## src/rtl/sxle_pkg.sv

```systemverilog
// constants and register layout for the serial extra lane enable bank
package sxle_pkg;
    localparam int unsigned SXLE_ADR_W = 12;
    localparam int unsigned SXLE_DAT_W = 32;
    localparam int unsigned SXLE_IDX_W = 10;
    localparam int unsigned SXLE_LANES = 8;
    localparam int unsigned SXLE_REG_W = 8;
    // register indices; byte address is four times the index
    localparam logic [SXLE_IDX_W-1:0] SXLE_IDX_LINK_A = 10'h20A;
    localparam logic [SXLE_IDX_W-1:0] SXLE_IDX_LINK_B = 10'h20B;
    localparam logic [SXLE_IDX_W-1:0] SXLE_IDX_STATUS = 10'h20C;
    localparam logic [SXLE_REG_W-1:0] SXLE_LINK_A_RESET = 8'h00;
    localparam logic [SXLE_REG_W-1:0] SXLE_LINK_B_RESET = 8'h00;
    localparam int unsigned SXLE_SER_BIT = 0;
    localparam int unsigned SXLE_LANE_LSB = 1;
    localparam int unsigned SXLE_LANE_MSB = 7;
    localparam int unsigned SXLE_STAT_A_LSB = 0;
    localparam int unsigned SXLE_STAT_B_LSB = 8;
    localparam logic [SXLE_DAT_W-1:0] SXLE_DAT_ZERO = 32'h0000_0000;
    localparam logic [SXLE_LANES-1:0] SXLE_LANES_OFF = 8'h00;
endpackage

```

## src/rtl/sxle_top.sv

```systemverilog
// wishbone register bank enabling extra serial lanes on links a and b
//
// Summary of operation
// - link A bits 7..1 enable lanes 1..7
// - link B register, same layout, resets zero
// - lane bit turns on link-layer clocks only
// - bit 0 also powers extra-lane serializers
// - extra lanes use mode's rate and mode
// - channel power-down always keeps lanes off
// - serializer clocked only if lower lanes on
// - link B bit 0 powers link B serializers only
// - link A register resets to zero
//
// Implementation choice: the Wishbone register port.
`timescale 1ns/1ns
`default_nettype none
module sxle_top
    import sxle_pkg::*;
(
    input wire logic clk_i,
    input wire logic rst_i,
    input wire logic wb_cyc_i,
    input wire logic wb_stb_i,
    input wire logic wb_we_i,
    input wire logic [SXLE_ADR_W-1:0] wb_adr_i,
    input wire logic [SXLE_DAT_W-1:0] wb_dat_i,
    input wire logic [3:0] wb_sel_i,
    output logic [SXLE_DAT_W-1:0] wb_dat_o,
    output logic wb_ack_o,
    input wire logic serial_link_enable_i,
    input wire logic [SXLE_LANES-1:0] link_a_mode_lanes_i,
    input wire logic [SXLE_LANES-1:0] link_b_mode_lanes_i,
    input wire logic link_a_power_down_i,
    input wire logic link_b_power_down_i,
    output logic [SXLE_LANES-1:0] link_a_lane_clk_on_o,
    output logic [SXLE_LANES-1:0] link_a_ser_power_o,
    output logic [SXLE_LANES-1:0] link_a_ser_clk_on_o,
    output logic [SXLE_LANES-1:0] link_b_lane_clk_on_o,
    output logic [SXLE_LANES-1:0] link_b_ser_power_o,
    output logic [SXLE_LANES-1:0] link_b_ser_clk_on_o
);
    // all state in one record: bus registers, handshake and the registered lane controls
    typedef struct packed {
        logic [SXLE_REG_W-1:0] link_a_extra_lane_enable;
        logic [SXLE_REG_W-1:0] link_b_extra_lane_enable;
        logic ack;
        logic [SXLE_DAT_W-1:0] rdata;
        logic [SXLE_LANES-1:0] a_lane_clk;
        logic [SXLE_LANES-1:0] a_ser_pwr;
        logic [SXLE_LANES-1:0] a_ser_clk;
        logic [SXLE_LANES-1:0] b_lane_clk;
        logic [SXLE_LANES-1:0] b_ser_pwr;
        logic [SXLE_LANES-1:0] b_ser_clk;
    } sxle_state_t;

    // bus index decode result; status is the only read-only target
    typedef enum logic [1:0] {
        SXLE_SEL_NONE,
        SXLE_SEL_LINK_A,
        SXLE_SEL_LINK_B,
        SXLE_SEL_STATUS
    } sxle_sel_t;

    sxle_state_t st;
    sxle_state_t next_st;
    logic [SXLE_LANES-1:0] a_lane_clk_c;
    logic [SXLE_LANES-1:0] a_ser_pwr_c;
    logic [SXLE_LANES-1:0] a_ser_clk_c;
    logic [SXLE_LANES-1:0] b_lane_clk_c;
    logic [SXLE_LANES-1:0] b_ser_pwr_c;
    logic [SXLE_LANES-1:0] b_ser_clk_c;
    logic [SXLE_IDX_W-1:0] idx;
    logic req;
    sxle_sel_t sel;

    // widen a register to a bus word with zero upper bits
    function automatic logic [SXLE_DAT_W-1:0] sxle_zext(input logic [SXLE_REG_W-1:0] v);
        sxle_zext = {{(SXLE_DAT_W-SXLE_REG_W){1'b0}}, v};
    endfunction

    // decoded once so the write and read paths cannot disagree about the map
    function automatic sxle_sel_t sxle_decode(input logic [SXLE_IDX_W-1:0] i);
        sxle_sel_t s;
        s = SXLE_SEL_NONE;
        if (i == SXLE_IDX_LINK_A)
        begin
            s = SXLE_SEL_LINK_A;
        end
        if (i == SXLE_IDX_LINK_B)
        begin
            s = SXLE_SEL_LINK_B;
        end
        if (i == SXLE_IDX_STATUS)
        begin
            s = SXLE_SEL_STATUS;
        end
        sxle_decode = s;
    endfunction

    // power-down is applied inside the gate, so no register value can override it
    sxle_lane_gate u_gate_a (
        .mode_lanes_i(link_a_mode_lanes_i),
        .extra_reg_i(st.link_a_extra_lane_enable),
        .power_down_i(link_a_power_down_i),
        .lane_clk_on_o(a_lane_clk_c),
        .ser_power_o(a_ser_pwr_c),
        .ser_clk_on_o(a_ser_clk_c)
    );

    sxle_lane_gate u_gate_b (
        .mode_lanes_i(link_b_mode_lanes_i),
        .extra_reg_i(st.link_b_extra_lane_enable),
        .power_down_i(link_b_power_down_i),
        .lane_clk_on_o(b_lane_clk_c),
        .ser_power_o(b_ser_pwr_c),
        .ser_clk_on_o(b_ser_clk_c)
    );

    // map, one 8-bit register (16 bits for status) per 32-bit word with the upper bits reading zero:
    //   index 0x20A link a extra lanes, index 0x20B link b extra lanes,
    //   index 0x20C read-only serializer clock status, link a in [7:0], link b in [15:8];
    //   any other index is acked, drops writes and reads zero
    // the two low address bits pick a byte inside the word and are ignored
    assign idx = wb_adr_i[SXLE_ADR_W-1:2];
    assign sel = sxle_decode(idx);
    // one wait state: ack drops the cycle after it was given
    assign req = wb_cyc_i & wb_stb_i & ~st.ack;

    always_comb
    begin
        next_st = st;
        next_st.ack = req;
        next_st.rdata = SXLE_DAT_ZERO;

        // writes are not blocked while the link runs; software keeps it disabled first
        if (req && wb_we_i && wb_sel_i[0])
        begin
            unique case (sel)
                SXLE_SEL_LINK_A:
                begin
                    next_st.link_a_extra_lane_enable = wb_dat_i[SXLE_REG_W-1:0];
                end
                SXLE_SEL_LINK_B:
                begin
                    next_st.link_b_extra_lane_enable = wb_dat_i[SXLE_REG_W-1:0];
                end
                SXLE_SEL_STATUS, SXLE_SEL_NONE:
                begin
                    // status is read-only and unmapped words hold nothing, so the write is dropped
                    next_st.link_a_extra_lane_enable = st.link_a_extra_lane_enable;
                end
            endcase
        end

        // read data stands only in the ack cycle and is zero otherwise
        if (req && !wb_we_i)
        begin
            unique case (sel)
                SXLE_SEL_LINK_A:
                begin
                    next_st.rdata = sxle_zext(st.link_a_extra_lane_enable);
                end
                SXLE_SEL_LINK_B:
                begin
                    next_st.rdata = sxle_zext(st.link_b_extra_lane_enable);
                end
                SXLE_SEL_STATUS:
                begin
                    next_st.rdata[SXLE_STAT_A_LSB +: SXLE_LANES] = st.a_ser_clk;
                    next_st.rdata[SXLE_STAT_B_LSB +: SXLE_LANES] = st.b_ser_clk;
                end
                SXLE_SEL_NONE:
                begin
                    next_st.rdata = SXLE_DAT_ZERO;
                end
            endcase
        end

        // lane controls are registered, so they follow a register write one clock later
        next_st.a_lane_clk = a_lane_clk_c;
        next_st.a_ser_pwr = a_ser_pwr_c;
        next_st.a_ser_clk = a_ser_clk_c;
        next_st.b_lane_clk = b_lane_clk_c;
        next_st.b_ser_pwr = b_ser_pwr_c;
        next_st.b_ser_clk = b_ser_clk_c;

        // reset also clears the registered lane controls: nothing extra runs until software writes
        if (rst_i)
        begin
            next_st.link_a_extra_lane_enable = SXLE_LINK_A_RESET;
            next_st.link_b_extra_lane_enable = SXLE_LINK_B_RESET;
            next_st.ack = 1'b0;
            next_st.rdata = SXLE_DAT_ZERO;
            next_st.a_lane_clk = SXLE_LANES_OFF;
            next_st.a_ser_pwr = SXLE_LANES_OFF;
            next_st.a_ser_clk = SXLE_LANES_OFF;
            next_st.b_lane_clk = SXLE_LANES_OFF;
            next_st.b_ser_pwr = SXLE_LANES_OFF;
            next_st.b_ser_clk = SXLE_LANES_OFF;
        end
    end

    // synchronous reset is folded into next_st, so one register stage carries all state
    always_ff @(posedge clk_i)
    begin
        st <= next_st;
    end

    // every output is a register bit of st
    assign wb_dat_o = st.rdata;
    assign wb_ack_o = st.ack;
    assign link_a_lane_clk_on_o = st.a_lane_clk;
    assign link_a_ser_power_o = st.a_ser_pwr;
    assign link_a_ser_clk_on_o = st.a_ser_clk;
    assign link_b_lane_clk_on_o = st.b_lane_clk;
    assign link_b_ser_power_o = st.b_ser_pwr;
    assign link_b_ser_clk_on_o = st.b_ser_clk;

    // serial_link_enable_i is informational; no gating depends on it
    logic unused_enable;
    assign unused_enable = serial_link_enable_i;
endmodule
`default_nettype wire

```

## src/rtl/sxle_lane_gate.sv

```systemverilog
// per-link combination of mode lanes, extra lanes and power-down
`timescale 1ns/1ns
`default_nettype none
module sxle_lane_gate
    import sxle_pkg::*;
(
    input wire logic [SXLE_LANES-1:0] mode_lanes_i,
    input wire logic [SXLE_REG_W-1:0] extra_reg_i,
    input wire logic power_down_i,
    output logic [SXLE_LANES-1:0] lane_clk_on_o,
    output logic [SXLE_LANES-1:0] ser_power_o,
    output logic [SXLE_LANES-1:0] ser_clk_on_o
);
    logic [SXLE_LANES-1:0] extra_lanes;
    logic lower_all_on;

    always_comb
    begin
        lower_all_on = 1'b1;
        // bit 0 is the serializer select, so lane 0 is never an extra lane
        extra_lanes = {extra_reg_i[SXLE_LANE_MSB:SXLE_LANE_LSB], 1'b0};
        // extra lanes add clocks, and serializer power only when bit 0 is set; rate and mode still come from the mode lanes' settings
        lane_clk_on_o = mode_lanes_i | extra_lanes;
        ser_power_o = mode_lanes_i;
        if (extra_reg_i[SXLE_SER_BIT])
        begin
            ser_power_o = mode_lanes_i | extra_lanes;
        end
        if (power_down_i)
        begin
            lane_clk_on_o = SXLE_LANES_OFF;
            ser_power_o = SXLE_LANES_OFF;
        end
        // a serializer gets its clock only behind an unbroken run of lower lanes
        for (int n = 0; n < SXLE_LANES; n++)
        begin
            ser_clk_on_o[n] = ser_power_o[n] & lower_all_on;
            lower_all_on = lower_all_on & lane_clk_on_o[n];
        end
    end
endmodule
`default_nettype wire

```

## config.mk

```make
export PLATFORM = sky130hd
export DESIGN_NAME = sxle_top
export DESIGN_NICKNAME = d
export VERILOG_FILES = /design/src/rtl/sxle_pkg.sv /design/src/rtl/sxle_top.sv /design/src/rtl/sxle_lane_gate.sv
export SDC_FILE = /design/constraint.sdc
export NUM_CORES = 1
export LEC_CHECK = 0
export ABC_AREA = 1
export BUFFER_PORTS_ARGS = -buffer_cell sky130_fd_sc_hd__buf_2
export CAP_MARGIN = 20
export CORE_MARGIN = 5
export CORE_UTILIZATION = 30
export DETAILED_ROUTE_END_ITERATION = 6
export GPL_TIMING_DRIVEN = 0
export PLACE_DENSITY = 0.53
export SYNTH_ARGS = -nofsm -noshare
export SYNTH_HDL_FRONTEND = slang
export SYNTH_SLANG_ARGS = --single-unit
```

## constraint.sdc

```tcl
create_clock -name clk_i -period 1.4 [get_ports clk_i]
set_input_delay 0.21 -clock clk_i [delete_from_list [all_inputs] [get_ports clk_i]]
set_output_delay 0.21 -clock clk_i [all_outputs]
set_load 0.05 [all_outputs]
```

=== Word-level counts from Yosys, hierarchy flattened ===
Index checks and enable logic that the tools add are counted.

* Register bits: 97
* Input port bits: 72
* Output and inout port bits: 81
* Logic and storage cells: 71

* Eq/ne operators: 6
* Muxes and demuxes: 10
* Bitwise logic cells: 32
* Reduce and logical (&&, ||, !) cells: 10

{| class="wikitable"
|+ Operator list
! kind !! count
|-
| $pmux 16 s4 || 1
|-
| $mux 8 || 4
|-
| $eq 10x10->1 const B || 3
|-
| $and 1x1->1 || 28
|-
| $or 8x8->8 || 2
|-
| $mux 7 || 2
|-
| $reduce_or 2->1 || 3
|-
| $eq 2x2->1 const B || 2
|-
| $mux 2 || 2
|-
| $reduce_and 2->1 || 2
|-
| $logic_and 1x1->1 || 3
|-
| $eq 2x1->1 const B || 1
|-
| $logic_not 2->1 || 1
|-
| $not 1->1 || 2
|-
| $logic_not 1->1 || 1
|-
| $mux 1 || 1
|}

=== Depth between registers and ports, before layout ===
Gate-level depths: netlist (run 1).

* Depth after elaboration: 9
* Mapped depth: 9

=== Cells and area by module ===
From an unflattened synthesis (run 1), not the netlist that was laid out.

* Cell total of the unflattened synthesis: 547
* Area total of the unflattened synthesis: 4011.3 µm²

{| class="wikitable"
|+ Modules (own cells, without submodules)
! module !! instances !! cells each !! area each (µm²) !! seq. area each (µm²)
|-
| sxle_top || 1 || 443 || 3425.8 || 1621.6
|-
| sxle_lane_gate || 2 || 52 || 292.8 || 0.0
|}

=== Least setup slack after synthesis (run 1) ===
OpenSTA, ideal clock, no wires.

* Path type: register -> register
* Start point: register st (netlist bit wb_ack_o)
* End point: register st[81] (netlist name)
* Arrival: 1296 ps
* Required time: 1287 ps
* Setup slack: -9 ps
* Stages on the path, launching flop included: 7
* Period minus slack after synthesis: 1409 ps
* Cell sequence: dfxtp_1 nand3b_4 nor2_2 nand3_4 buf_6 nor2_1 nor2_1

* Cells in the longest elaborated chain, start to end: 5

{| class="wikitable"
|+ Ends and longest elaborated chain
! element !! line !! RTL
|-
| start: declaration || sxle_top.sv:64 || <nowiki>sxle_state_t st;</nowiki>
|-
| start signal: assignment || sxle_top.sv:206 || <nowiki>st <= next_st;</nowiki>
|-
| $not 1->1 || sxle_top.sv:127 || <nowiki>assign req = wb_cyc_i & wb_stb_i & ~st.ack;</nowiki>
|-
| $and 1x1->1 || sxle_top.sv:127 ||
|-
| $logic_and 1x1->1 (2 in a row) || sxle_top.sv:136 || <nowiki>if (req && wb_we_i && wb_sel_i[0])</nowiki>
|-
| $reduce_and 2->1 (no line) || - ||
|}

No other way between the ends.
A chain may end at the register's enable or synchronous reset.

==> impl_metrics.json, run 1 <==
{
  "outcome": "finished, final reports clean",
  "fin_area_mm2": 0.004532,
  "syn_area_per_cell_um2": 7.884,
  "ant_nets": 0,
  "post-route-period-util_pct": 92.65,
  "seq_area_frac_synth_pct": 45.26,
  "drt_iter0_markers": 154,
  "finalWorstSetupSlack_ns": 0.1029,
  "initial_core_util_pct": 30.21,
  "cts.reportedPaths.clkPinSlew_ns": 0.06,
  "cp_max_fo": 4,
  "leakagePower_nw": 2.529,
  "power_density_mw_per_mm2": 1163,
  "whs_endpoint": "wb_ack_o",
  "placedCellCount": 696,
  "syn-instance-count": 432,
  "ys_seq_elements": 77,
  "crit_type": "reg2out",
  "grt.total_usage_pct": 11.97,
  "die_x_um": 116.6,
  "critPathTopFamily": "flip-flops",
  "drc": 0,
  "finalNonFillerCells": 714,
  "crit_arrival_ns": 1.09,
  "synth_area_leaders": "dfxtp_1 45%, buf_4 18%, nor2_1 10%",
  "port_buffers": 106,
  "yosys.area.top_type_share_pct": 45.26,
  "numCtsBuffers": 9,
  "slew-limit-headroom_pct": 65.83,
  "timing.rr.start": "wb_ack_o",
  "worst_ep_required_time_ns": 1.19,
  "clkLatencyLatePin_ns": 0.33,
  "vias_per_cell": 3.971,
  "synth_area_mm2": 0.003406,
  "drv_cap": 0,
  "antenna_found_initial": 0,
  "grt_first_pass_wirelength_um": 12520,
  "postCtsHoldBufs": 0,
  "final_common_cell": "buf_2",
  "die_area_mm2": 0.01358,
  "timing.rr.end": "wb_dat_o[13]",
  "n_antenna_cell": 0,
  "hold_viol": 0,
  "min_path_type": "in2reg",
  "hp-start": "rst_i",
  "holdPathStages": 2,
  "rsz0062_at_grt": "no",
  "fin_crit_ns": 1.297,
  "cts_tree": "yes",
  "detail_route.wl_per_cell_um": 11.13,
  "ctsHtreeMaxLevel": 3,
  "finClkSkew_ns": 0.003898,
  "cts_root_buffer": "clkbuf_16",
  "place_congestion": 0.7848,
  "num_rows": 39,
  "die_h_um": 116.6,
  "maxSlewViolCount": 0,
  "cts.path.max_buffers": 2,
  "crit_slowest_cell": "dfxtp_1",
  "final_layout_size_suffix_gt1_share_pct": 39.93,
  "placed_area_mm2": 0.004173,
  "ir_drop_v": 0.0006119,
  "path_cells": "buf_4 -> buf_2",
  "post-place-ws_ns": -0.02183,
  "mostFrequentLayoutCells": "109 x buf_2, 92 x nor2_1, 83 x buf_4",
  "fmax_ghz": 0.7709,
  "critPathMaxStageDelay_ns": 0.38,
  "core_mm2": 0.01127,
  "grt_max_degree": 13,
  "synth_cell_types": 25,
  "r2r_cells": 6,
  "path_buf_inv": 2,
  "grt_pass1_vias": 2716,
  "critPathLaunchType": "register",
  "tightest_slew_ns": 0.5125,
  "end_kind": "output port",
  "first_pass_iters": 4,
  "area_growth_pct": 33.06,
  "setup_viol": 0,
  "fin_nets": 638,
  "ys_warn_count": 0,
  "route.vias.total": 2835,
  "drt_wl_total_um": 7949,
  "io_pins": 153,
  "r2r_slack_ns": 0.12,
  "grt_overflow": 0,
  "dp_hpwl_um": 6570,
  "cts_sinks": 77,
  "yosysTopAreaCell": "dfxtp_1",
  "fin_tns_setup_ns": 0
}
-- per-stage QoR --
stage	power [mW]	hold slack [ns]	util, %
after floorplan	2.696	0.2750	-
after global placement	2.831	0.4281	37.02
after detailed placement	2.836	0.4315	37.02
after CTS	5.332	0.09239	39.92
after global routing	5.491	0.1022	40.20
final	5.272	0.1036	40.20
-- Yosys cell counts (all sizes together) --
cell / n
and2: 4
buf: 87
clkbuf: 2
clkinv: 2
conb: 1
dfxtp: 77
inv: 40
nand2: 63
nand3: 34
nand3b: 1
nor2: 98
nor3: 7
nor4: 6
o21a: 6
o21ai: 4
-- worst max-delay path by stage --
stage                                       start                      to  slack, ns  cells after the start
final                     link_a_lane_clk_on_o[0]  link_a_ser_clk_on_o[0]       0.10                      2
after detailed placement             wb_adr_i[11]             wb_dat_o[9]      -0.02                      7
after floorplan                          wb_ack_o                  st[81]       0.10                      6
after global placement               wb_adr_i[10]            wb_dat_o[13]       0.01                      6
after CTS                                wb_ack_o                  st[91]       0.04                      6
after global routing      link_a_lane_clk_on_o[0]  link_a_ser_clk_on_o[0]       0.03                      2
-- per-layer routing --
metal  global-route usage, %  share of wire [%]  vias up
met5                       0                  0        -
met4                   4.817                1.5        0
met3                   3.523                6.6        9
met2                   20.02                 49       78
met1                   14.43                 43     1248
li1                        -                  -     1500
-- flip-flops by register name (all words and copies together), names as in the netlist --
name	cells
link_a_ser_power_o	7
st	16
wb_ack_o	1
wb_dat_o	16
link_b_lane_clk_on_o	8
link_b_ser_power_o	7
link_a_ser_clk_on_o	7
link_a_lane_clk_on_o	8
link_b_ser_clk_on_o	7
-- cells by family after synthesis --
family	count (synthesis)	share of synthesized area (%)
and+or+nand+nor	213	28.69
buffers and inverters	131	24.03
DFF	77	45.26
AOI/OAI and AO/OA	10	1.910
other	1	0.1101
-- area by class of cell --
class	count	area, um2
clock buffer	12	256.5
buffer	89	660.6
tap	143	178.9
inverter	42	157.7
sequential	77	1543
fill	1196	6740
multi-input combinational	239	1107
clock inverter	4	70.07
timing repair buffer	108	558.0
-- what timing repair did --
action | 4_1_cts | 5_1_grt
resized for setup | 0 | 1
setup endpoints to repair | 0 | 14
setup buffers | 0 | 2
-- power by group --
part	total (mW)	switching [mW]	leakage [nW]	internal, mW
clock network	2.48	0.830	0.163	1.65
logic	0.556	0.381	1.74	0.176
registers	2.24	0.0107	0.624	2.23
Power figures use the tool's default switching activity.
==> run 2, diff against run 1 <==
--- a/config.mk
+++ b/config.mk
@@ -13,6 +13,7 @@
 export DETAILED_ROUTE_END_ITERATION = 6
 export GPL_TIMING_DRIVEN = 0
 export PLACE_DENSITY = 0.53
+export RECOVER_POWER = 50
 export SYNTH_ARGS = -nofsm -noshare
 export SYNTH_HDL_FRONTEND = slang
 export SYNTH_SLANG_ARGS = --single-unit
==> impl_metrics.json, run 2 (same netlist as run 1, synthesis figures left out) <==
{
  "tightest_slew_ns": 0.5056,
  "outcome": "finished, final reports clean",
  "crit_arrival_ns": 1.09,
  "n_fill_cell": 1196,
  "fin_nets": 638,
  "place_congestion": 0.7848,
  "dp_hpwl_um": 6570,
  "min_path_type": "in2reg",
  "final_layout_size_suffix_gt1_share_pct": 39.05,
  "drc": 0,
  "ctsHtreeMaxLevel": 3,
  "grt_first_pass_wirelength_um": 12520,
  "fin_crit_ns": 1.297,
  "critPathLaunchType": "register",
  "power_density_mw_per_mm2": 1165,
  "grt_max_degree": 13,
  "initial_core_util_pct": 30.21,
  "first_pass_iters": 4,
  "detail_route.wl_per_cell_um": 11.12,
  "num_rows": 39,
  "critPathMaxStageDelay_ns": 0.38,
  "crit_slowest_cell": "dfxtp_1",
  "port_buffers": 106,
  "final_common_cell": "nor2_1",
  "grt.total_usage_pct": 11.97,
  "setup_viol": 0,
  "hold_viol": 0,
  "grt_overflow": 0,
  "fmax_ghz": 0.7710,
  "post-route-period-util_pct": 92.65,
  "die_area_mm2": 0.01358,
  "io_pins": 153,
  "cts_tree": "yes",
  "end_kind": "output port",
  "grt_pass1_vias": 2716,
  "cts_root_buffer": "clkbuf_16",
  "cts_sinks": 77,
  "area_growth_pct": 32.88,
  "slew-limit-headroom_pct": 66.30,
  "core_mm2": 0.01127,
  "drt_wl_total_um": 7939,
  "postCtsHoldBufs": 0,
  "hold_slack_ns": 0.1174,
  "die_h_um": 116.6,
  "worst_ep_required_time_ns": 1.19,
  "cts.reportedPaths.clkPinSlew_ns": 0.05,
  "drv_cap": 0,
  "critPathTopFamily": "flip-flops",
  "regArea_mm2": 0.001543,
  "numCtsBuffers": 9,
  "multi_input_area_mm2": 0.001105,
  "cts.path.max_buffers": 2,
  "clkLatencyLatePin_ns": 0.33,
  "antenna_found_initial": 0,
  "path_buf_inv": 2,
  "vias_per_cell": 3.958,
  "drt_iter0_markers": 157,
  "finClkSkew_ns": 0.003903,
  "mostFrequentLayoutCells": "93 x nor2_1, 83 x buf_4, 77 x buf_2",
  "power.total_mw": 5.272,
  "crit_type": "reg2out",
  "maxSlewViolCount": 0,
  "leakagePower_nw": 2.500,
  "ant_nets": 0,
  "cp_max_fo": 4,
  "rsz0062_at_grt": "no",
  "route.vias.total": 2826,
  "n_antenna_cell": 0,
  "path_cells": "buf_4 -> buf_2",
  "die_x_um": 116.6,
  "ir_drop_v": 0.0006118
}
-- run 2: layer usage --
metal	global-route usage, %	vias up	share of wire, %
met4	4.817	0	1.5
met5	0	-	0
met1	14.43	1242	43
li1	-	1499	-
met2	20.02	76	49
met3	3.523	9	6.5
-- run 2: repair_timing --
action | in CTS | in global routing
endpoints found under the setup margin | 0 | 14
setup buffers | 0 | 2
gates resized for setup | 0 | 1
-- run 2: where the power goes --
| group | switching (mW) | total [mW] | internal [mW] | leakage (nW) |
|---|---|---|---|---|
| combinational | 0.380 | 0.554 | 0.173 | 1.71 |
| clock | 0.832 | 2.48 | 1.65 | 0.163 |
| sequential | 0.0108 | 2.24 | 2.23 | 0.624 |
| total | 1.22 | 5.27 | 4.05 | 2.50 |
-- run 2: layout make-up --
cell class              count  area share, %
clock buffers              12          5.668
multi-input cells         239          24.41
well taps                 143          3.954
flip-flops and latches     77          34.09
plain buffers              89          14.54
repair buffers            108          12.30
inverters                  42          3.484
clock inverters             4          1.548
-- run 2: worst paths after layout --
path                                start                     end  slack [ns]  depth (start not counted)
setup / recovery  link_a_lane_clk_on_o[0]  link_a_ser_clk_on_o[0]        0.10                          2
hold / removal     link_b_mode_lanes_i[3]   link_b_ser_power_o[3]        0.12                          2
setup reg to reg                 wb_ack_o            wb_dat_o[13]        0.12                          6
hold reg to reg    link_b_ser_clk_on_o[2]            wb_dat_o[10]        0.44                          2
-- run 2: worst reg2reg max path, stage by stage, from the launching register on --
cell	delay, ns
dfxtp_2	0.32
nand3b_4	0.18
nor3_4	0.23
buf_12	0.14
buf_2	0.20
nand2_1	0.08
nor2_1	0.07
-- run 2: metrics by stage --
step | TNS [ns] | setup WS (ns) | util (%) | cell area (um2) | cells
floorplan | 0 | 0.1039 | - | 3463 | 447
finish | 0 | 0.1029 | 40.15 | 4526 | 714
global route | 0 | 0.02744 | 40.15 | 4526 | 714
global placement | 0 | 0.01194 | 37.02 | 4173 | 696
CTS | 0 | 0.03565 | 39.92 | 4499 | 712
detailed placement | -0.1033 | -0.02183 | 37.02 | 4173 | 696
